**config.mk**
```make
export PLATFORM = sky130hd
export DESIGN_NAME = operand_and_target_formation
export DESIGN_NICKNAME = d
export VERILOG_FILES = /design/src/design/opform_pkg.sv /design/src/design/operand_and_target_formation.sv /design/src/design/phase_gen.sv
export SDC_FILE = /design/constraint.sdc
export NUM_CORES = 1
export LEC_CHECK = 0
export BUFFER_PORTS_ARGS = -buffer_cell sky130_fd_sc_hd__buf_2
export CORE_MARGIN = 2
export CORE_UTILIZATION = 41
export DETAILED_ROUTE_END_ITERATION = 12
export PLACE_DENSITY = 0.74
export SYNTH_ARGS = -nofsm -noshare
export SYNTH_HDL_FRONTEND = slang
export SYNTH_SLANG_ARGS = --single-unit
```
**constraint.sdc**
```tcl
create_clock -name CLK_I -period 6.2 [get_ports CLK_I]
set_input_delay 1.24 -clock CLK_I [delete_from_list [all_inputs] [get_ports CLK_I]]
set_output_delay 1.24 -clock CLK_I [all_outputs]
set_load 0.01 [all_outputs]
```
**src/design/opform_pkg.sv**
```systemverilog
// constants shared by the operand and target formation logic
package opform_pkg;
  localparam int ADDR_W = 24;
  localparam int WORD_W = 32;
  localparam int IMM_W = 16;
  localparam int BLOCK_W = 11;
  localparam int REGION_W = 16;
  localparam int REL_W = 8;
  localparam int EXT_ADDR_W = 17;
  localparam logic [15:0] UPPER_ZERO = 16'h0000;
  localparam logic [15:0] UPPER_ONES = 16'hFFFF;
  localparam logic [7:0] REGION_ZERO = 8'h00;
  localparam logic [2:0] SHORT_ONE = 3'h1;
  localparam logic [2:0] SHORT_TWO = 3'h2;
  localparam logic [2:0] SHORT_FOUR = 3'h4;
  localparam logic [23:0] XPTR_RESET = 24'h000000;
  localparam logic PHASE_RESET = 1'h0;
  typedef enum logic [1:0] {SHORT_ENC_ONE, SHORT_ENC_TWO, SHORT_ENC_FOUR, SHORT_ENC_BAD} short_enc_t;
  typedef enum logic [2:0] {TGT_BLOCK, TGT_REGION, TGT_FULL, TGT_REL, TGT_NONE} target_kind_t;
  typedef enum logic [1:0] {IMM_ZERO, IMM_ONES, IMM_SIGN8, IMM_SIGN16} imm_kind_t;
endpackage

```
**src/design/operand_and_target_formation.sv**
```systemverilog
// operand widening, jump target, pointer mapping and state timing
// What this block does
// - zero-extended 16-bit immediate gets upper sixteen bits zero.
// - ones-extended 16-bit immediate gets upper sixteen bits one.
// - short increment constant only ever one, two or four.
// - 11-bit target stays within the 2 KB block of next instruction.
// - 16-bit target stays within the 64 KB region, upper byte kept.
// - 24-bit target replaces the whole program counter.
// - relative offset is signed 8-bit, added to next instruction address.
// - data pointer is the low sixteen bits of the extended pointer.
// - 16-bit direct address always lands in region zero.
// - sign extension copies the top bit into all added bits.
// - two phases from halving the clock; a state spans both.
// - 24-bit internal address, only 16 or 17 bits on pins.
// - a configuration bit selects binary or source mode.
`timescale 1ns/1ns
module operand_and_target_formation
  import opform_pkg::*;
#(
  parameter int EXT_PINS = 16
)
(
  // clock and reset
  input wire logic CLK_I,
  input wire logic RST_I,
  // configuration
  input wire logic SOURCE_MODE_I,
  input wire logic WIDE_PINS_I,
  // immediate operand request
  input wire opform_pkg::imm_kind_t IMM_KIND_I,
  input wire logic [15:0] IMM_FIELD_I,
  input wire logic [1:0] SHORT_FIELD_I,
  // target request
  input wire opform_pkg::target_kind_t TGT_KIND_I,
  input wire logic [23:0] NEXT_PC_I,
  input wire logic [23:0] ADDR_FIELD_I,
  input wire logic [15:0] DIRECT_FIELD_I,
  // pointer access
  input wire logic DPL_WRITE_I,
  input wire logic XPTR_WRITE_I,
  input wire logic [23:0] PTR_DATA_I,
  // operand results
  output logic [31:0] OPERAND_O,
  output logic [2:0] SHORT_VALUE_O,
  output logic SHORT_BAD_O,
  // target results
  output logic [23:0] TARGET_O,
  output logic TARGET_VALID_O,
  output logic [23:0] DIRECT_ADDR_O,
  output logic [16:0] EXT_ADDR_O,
  // pointer and mode
  output logic [15:0] DATA_POINTER_LOW_O,
  output logic [23:0] EXTENDED_DATA_POINTER_O,
  output logic SOURCE_MODE_O,
  // timing
  output logic PHASE_ONE_O,
  output logic PHASE_TWO_O,
  output logic STATE_END_O
);
  import opform_pkg::*;

  // the pin address is 16 or 17 bits; any other width has no wiring behind it
  if (EXT_PINS != 16 && EXT_PINS != 17)
  begin
    $error("EXT_PINS must be 16 or 17");
  end

  ////////////////////////////////////////////////////////////////////////////
  // helpers

  function automatic logic [31:0] sext8(input logic [7:0] v);
    sext8 = {{24{v[7]}}, v};
  endfunction

  function automatic logic [31:0] sext16(input logic [15:0] v);
    sext16 = {{16{v[15]}}, v};
  endfunction

  function automatic logic [2:0] short_mag(input logic [1:0] enc);
    unique case (short_enc_t'(enc))
      SHORT_ENC_ONE: short_mag = SHORT_ONE;
      SHORT_ENC_TWO: short_mag = SHORT_TWO;
      SHORT_ENC_FOUR: short_mag = SHORT_FOUR;
      // the spare code still yields a legal size; it is flagged on its own output
      SHORT_ENC_BAD: short_mag = SHORT_ONE;
    endcase
  endfunction

  ////////////////////////////////////////////////////////////////////////////
  // registered outputs

  logic [31:0] operand_reg, operand_next;
  logic [2:0] short_reg, short_next;
  logic short_bad_reg, short_bad_next;
  logic [23:0] target_reg, target_next;
  logic target_valid_reg, target_valid_next;
  logic [23:0] direct_reg, direct_next;
  logic [16:0] ext_reg, ext_next;
  logic [23:0] xptr_reg, xptr_next;
  logic mode_reg, mode_next;
  logic mode_s1_reg, mode_s2_reg;
  logic wide_s1_reg, wide_s2_reg;

  always_comb
  begin
    unique case (IMM_KIND_I)
      IMM_ZERO: operand_next = {UPPER_ZERO, IMM_FIELD_I};
      IMM_ONES: operand_next = {UPPER_ONES, IMM_FIELD_I};
      IMM_SIGN8: operand_next = sext8(IMM_FIELD_I[7:0]);
      IMM_SIGN16: operand_next = sext16(IMM_FIELD_I);
    endcase
    short_next = short_mag(SHORT_FIELD_I);
    short_bad_next = (short_enc_t'(SHORT_FIELD_I) == SHORT_ENC_BAD);
  end

  always_comb
  begin
    target_valid_next = 1'b1;
    unique case (TGT_KIND_I)
      TGT_BLOCK: target_next = {NEXT_PC_I[23:BLOCK_W], ADDR_FIELD_I[BLOCK_W-1:0]};
      TGT_REGION: target_next = {NEXT_PC_I[23:REGION_W], ADDR_FIELD_I[REGION_W-1:0]};
      TGT_FULL: target_next = ADDR_FIELD_I;
      // the widened offset is cut back to the counter width on purpose
      TGT_REL: target_next = NEXT_PC_I + 24'(sext8(ADDR_FIELD_I[7:0]));
      default:
      begin
        target_next = target_reg;
        target_valid_next = 1'b0;
      end
    endcase
    direct_next = {REGION_ZERO, DIRECT_FIELD_I};
    // only the pins in use carry address; the top pin idles low when narrow
    ext_next = {(wide_s2_reg && EXT_PINS == 17) ? target_next[16] : 1'b0,
                target_next[15:0]};
  end

  always_comb
  begin
    xptr_next = xptr_reg;
    // a full write wins, so a low-half write in the same cycle cannot tear it
    if (XPTR_WRITE_I)
    begin
      xptr_next = PTR_DATA_I;
    end
    else if (DPL_WRITE_I)
    begin
      xptr_next = {xptr_reg[23:16], PTR_DATA_I[15:0]};
    end
    mode_next = mode_s2_reg;
  end

  // mode and pin width are straps from outside, so synchronise them
  always_ff @(posedge CLK_I)
  begin
    if (RST_I)
    begin
      operand_reg <= 32'h00000000;
      short_reg <= SHORT_ONE;
      short_bad_reg <= 1'b0;
      target_reg <= 24'h000000;
      target_valid_reg <= 1'b0;
      direct_reg <= 24'h000000;
      ext_reg <= 17'h00000;
      xptr_reg <= XPTR_RESET;
      mode_reg <= 1'b0;
      mode_s1_reg <= 1'b0;
      mode_s2_reg <= 1'b0;
      wide_s1_reg <= 1'b0;
      wide_s2_reg <= 1'b0;
    end
    else
    begin
      operand_reg <= operand_next;
      short_reg <= short_next;
      short_bad_reg <= short_bad_next;
      target_reg <= target_next;
      target_valid_reg <= target_valid_next;
      direct_reg <= direct_next;
      ext_reg <= ext_next;
      xptr_reg <= xptr_next;
      mode_reg <= mode_next;
      mode_s1_reg <= SOURCE_MODE_I;
      mode_s2_reg <= mode_s1_reg;
      wide_s1_reg <= WIDE_PINS_I;
      wide_s2_reg <= wide_s1_reg;
    end
  end

  assign OPERAND_O = operand_reg;
  assign SHORT_VALUE_O = short_reg;
  assign SHORT_BAD_O = short_bad_reg;
  assign TARGET_O = target_reg;
  assign TARGET_VALID_O = target_valid_reg;
  assign DIRECT_ADDR_O = direct_reg;
  assign EXT_ADDR_O = ext_reg;
  assign DATA_POINTER_LOW_O = xptr_reg[15:0];
  assign EXTENDED_DATA_POINTER_O = xptr_reg;
  assign SOURCE_MODE_O = mode_reg;

  phase_gen u_phase (
    .clk_i(CLK_I),
    .rst_i(RST_I),
    .phase_one_o(PHASE_ONE_O),
    .phase_two_o(PHASE_TWO_O),
    .state_end_o(STATE_END_O)
  );
endmodule

```
**src/design/phase_gen.sv**
```systemverilog
// two internal phases made by halving the crystal input
`timescale 1ns/1ns
module phase_gen
  import opform_pkg::*;
(
  input wire logic clk_i,
  input wire logic rst_i,
  output logic phase_one_o,
  output logic phase_two_o,
  output logic state_end_o
);
  logic phase_reg;
  logic phase_next;

  always_comb
  begin
    phase_next = ~phase_reg;
  end

  always_ff @(posedge clk_i)
  begin
    if (rst_i)
    begin
      phase_reg <= PHASE_RESET;
    end
    else
    begin
      phase_reg <= phase_next;
    end
  end

  assign phase_one_o = ~phase_reg;
  assign phase_two_o = phase_reg;
  assign state_end_o = phase_reg; // one state spans both phases
endmodule

```
==> impl_metrics.env <==
export IMPL_cp_num_cells=9
export IMPL_syn_to_final_growth_pct=24.0
export IMPL_synth_flop_cell="dfxtp_1"
export IMPL_seqPwrFrac_pct=41.2
export IMPL_cp_start_kind="primary input"
export IMPL_tritoncts="done"
export IMPL_vias_per_cell=4.92
export IMPL_p_comb_share_pct=22.3
export IMPL_setup_ws_ns=2.99
export IMPL_status="complete, no violations"
export IMPL_critical_path_max_stage_delay_ns=0.36
export IMPL_die_area_sq_mm=0.0129
export IMPL_clkSinkCount=90
export IMPL_cts_made_buffers=9
export IMPL_setup_viol=0
export IMPL_power_density_mw_per_mm2=253
export IMPL_drive_above_1_share_pct=37.9
export IMPL_die_y_um=113
export IMPL_yosys_area_top_type="dfxtp_1"
export IMPL_cp_end_kind="register"
export IMPL_postCtsSetupBuffers=0
export IMPL_routed_wl_met2_mm=6.68
export IMPL_top_layer="met4"
export IMPL_hold_violations=0
export IMPL_dr_pass1_iters=4
export IMPL_place_area_sq_mm=0.00578
export IMPL_cp_top_family="compound AO/OA/AOI/OAI gates"
export IMPL_gp_congestion=0.844
export IMPL_design_area_sq_mm=0.00609
export IMPL_dp_cells=889
export IMPL_finalSetupTns_ns=0
export IMPL_port_buffer_count=252
export IMPL_root_buffer="clkbuf_16"
export IMPL_drc=0
export IMPL_dieWidth_um=113
export IMPL_wl_per_cell_um=14.4
export IMPL_dpl_hpwl_mm=9.93
export IMPL_worst_clock_skew_ns=0.00597
export IMPL_maxCapViolCount=0
export IMPL_worstHoldPathType="reg -> reg"
export IMPL_synth_cell_type_count=65
export IMPL_yosysMostFrequentCell="dfxtp_1"
export IMPL_clkPwrFrac_pct=36.4
export IMPL_core_area_sq_mm=0.0116
export IMPL_vias=4453
export IMPL_synth_seq_cells=90
export IMPL_yosysSeqAreaShare_pct=36.7
export IMPL_finalMaxSlewViolations=0
export IMPL_crit_fanout=18
export IMPL_grt_max_degree=93
export IMPL_switching_share_pct=29.0
export IMPL_final_cells=905
export IMPL_wl_met3_um=665
export IMPL_synth_commonest_cells="dfxtp_1 (90), a21oi_1 (67), nand2_1 (64)"
export IMPL_clk_pin_slew_worst_paths_ns=0.07
export IMPL_grt_antenna_before_repair=0
export IMPL_period_share_pct=51.7
export IMPL_initial_core_util_pct=42.5
export IMPL_synth_edf_count=0
export IMPL_syn_inst=572
export IMPL_insertion_delay_ns=0.33
export IMPL_diodes=0
export IMPL_final_util_pct=52.7
export IMPL_cp_data_required_time_ns=6.44
export IMPL_htreeDepth=3
export IMPL_clock_path_buffers=2
export IMPL_track_usage_pct=19.7
export IMPL_io_pins=263
export IMPL_ant_nets=0
export IMPL_worst_path_max_delay_cell="ha_1"
export IMPL_totalWireLength_mm=13.0
export IMPL_layout_nets=901
export IMPL_critPathBufInv=1
export IMPL_relSlewSlack_pct=32.8
export IMPL_pre_cts_slack_ns=2.67
export IMPL_overflow=0
export IMPL_yosysWarnings=0
export IMPL_wl_met1_mm=5.42
export IMPL_ctsResizeCount=0
export IMPL_worstRegToRegCells=4
export IMPL_hold_path_cell_count=1
export IMPL_rsz0062_at_grt="no"
export IMPL_n_fill_cell=1119
export IMPL_avgSynthCellArea_sq_um=8.59
export IMPL_netlist_top_cells_area="dfxtp_1 (37%), buf_4 (8.7%), a21oi_1 (6.8%), ha_1 (6.6%), nand2_1 (4.9%)"
export IMPL_max_freq_mhz=312
export IMPL_cp_arrival_ns=3.44
export IMPL_p_leak_nw=3.10
export IMPL_final_min_clock_period_ns=3.21
export IMPL_p_int_mw=1.09
export IMPL_async_reset_ff_share_pct=0
export IMPL_syn_area_sq_mm=0.00491
export IMPL_synth_top_area_share_pct=36.7
export IMPL_first_iter_violations=306
export IMPL_grt_pass1_vias=3979
export IMPL_holdBufCountCts=0
export IMPL_total_power_mw=1.54
export IMPL_hold_ws_ns=0.431
export IMPL_power_switching_mw=0.446
export IMPL_irDropWorstVdd_mv=0.105
export IMPL_rows=39
export IMPL_worst_pin_slew_ns=1.00
export IMPL_criticalPathCategory="in -> reg"
export IMPL_path_cells="buf_2 -> ha_1 -> a21oi_1 -> o21ai_1 -> a221o_1 -> a211o_1 -> a41oi_2 -> xnor2_1 -> o41ai_2"
export IMPL_grt_pass1_wl_mm=20.0
## area by class of cell
type / instances / area (sq um) / share of cell area [%]
timing repair buffer: 253 / 1270 / 20.8
clock buffer: 10 / 239 / 3.92
tap: 143 / 179 / 2.94
sequential: 90 / 1800 / 29.6
clock inverter: 6 / 71.3 / 1.17
inverter: 20 / 75.1 / 1.23
multi-input combinational: 383 / 2450 / 40.3
## worst paths after layout
path,startpoint,endpoint,slack (ns)
max,ADDR_FIELD_I[7],TARGET_O[23],2.99
min,mode_next,SOURCE_MODE_O,0.43
min reg2reg,mode_next,SOURCE_MODE_O,0.43
max reg2reg,TARGET_O[18],TARGET_O[18],5.26
## metal layers
metal,up-vias,GRT usage [%]
met5,-,0
met4,0,6.26
met3,18,4.36
met2,161,34.6
met1,1990,24.0
li1,2284,-
## cell usage in the layout, fill, tap and decap left out, types with 8 or more instances in the layout
| cell | Yosys | layout |
|---|---|---|
| a21oi_1 | 67 | 67 |
| mux2i_1 | 9 | 9 |
| dfxtp_1 | 90 | 90 |
| a221oi_1 | 9 | 9 |
| o21ai_0 | 20 | 20 |
| conb_1 | 1 | 9 |
| inv_1 | 20 | 20 |
| xor2_1 | 10 | 10 |
| nor2b_1 | 33 | 33 |
| a21o_1 | 8 | 8 |
| buf_2 | 1 | 252 |
| ha_1 | 26 | 26 |
| nand2_1 | 64 | 64 |
| clkbuf_16 | 0 | 9 |
| xnor2_1 | 9 | 9 |
| nor2_1 | 41 | 41 |
## power groups by stage
stage          clock network (mW)  logic [mW]  registers [mW]
3_3_place_gp                    0       0.341           0.646
4_1_cts                     0.578       0.345           0.635
5_1_grt                     0.599       0.382           0.638
6_report                    0.561       0.343           0.635
3_5_place_dp                    0       0.343           0.648
2_1_floorplan                   0       0.229           0.665
## logic make-up after synthesis
family,Yosys count,share of synthesized area [%]
AO/OA/AOI/OAI,154,20.8
XOR/XNOR,19,3.39
adder cells (fa/ha/maj),27,7.03
buffers and inverters,107,14.0
flip-flops,90,36.7
multiplexers,12,2.52
other,1,0.0763
AND/OR/NAND/NOR,162,15.6
Note: power is estimated with default switching activity, not from simulation.
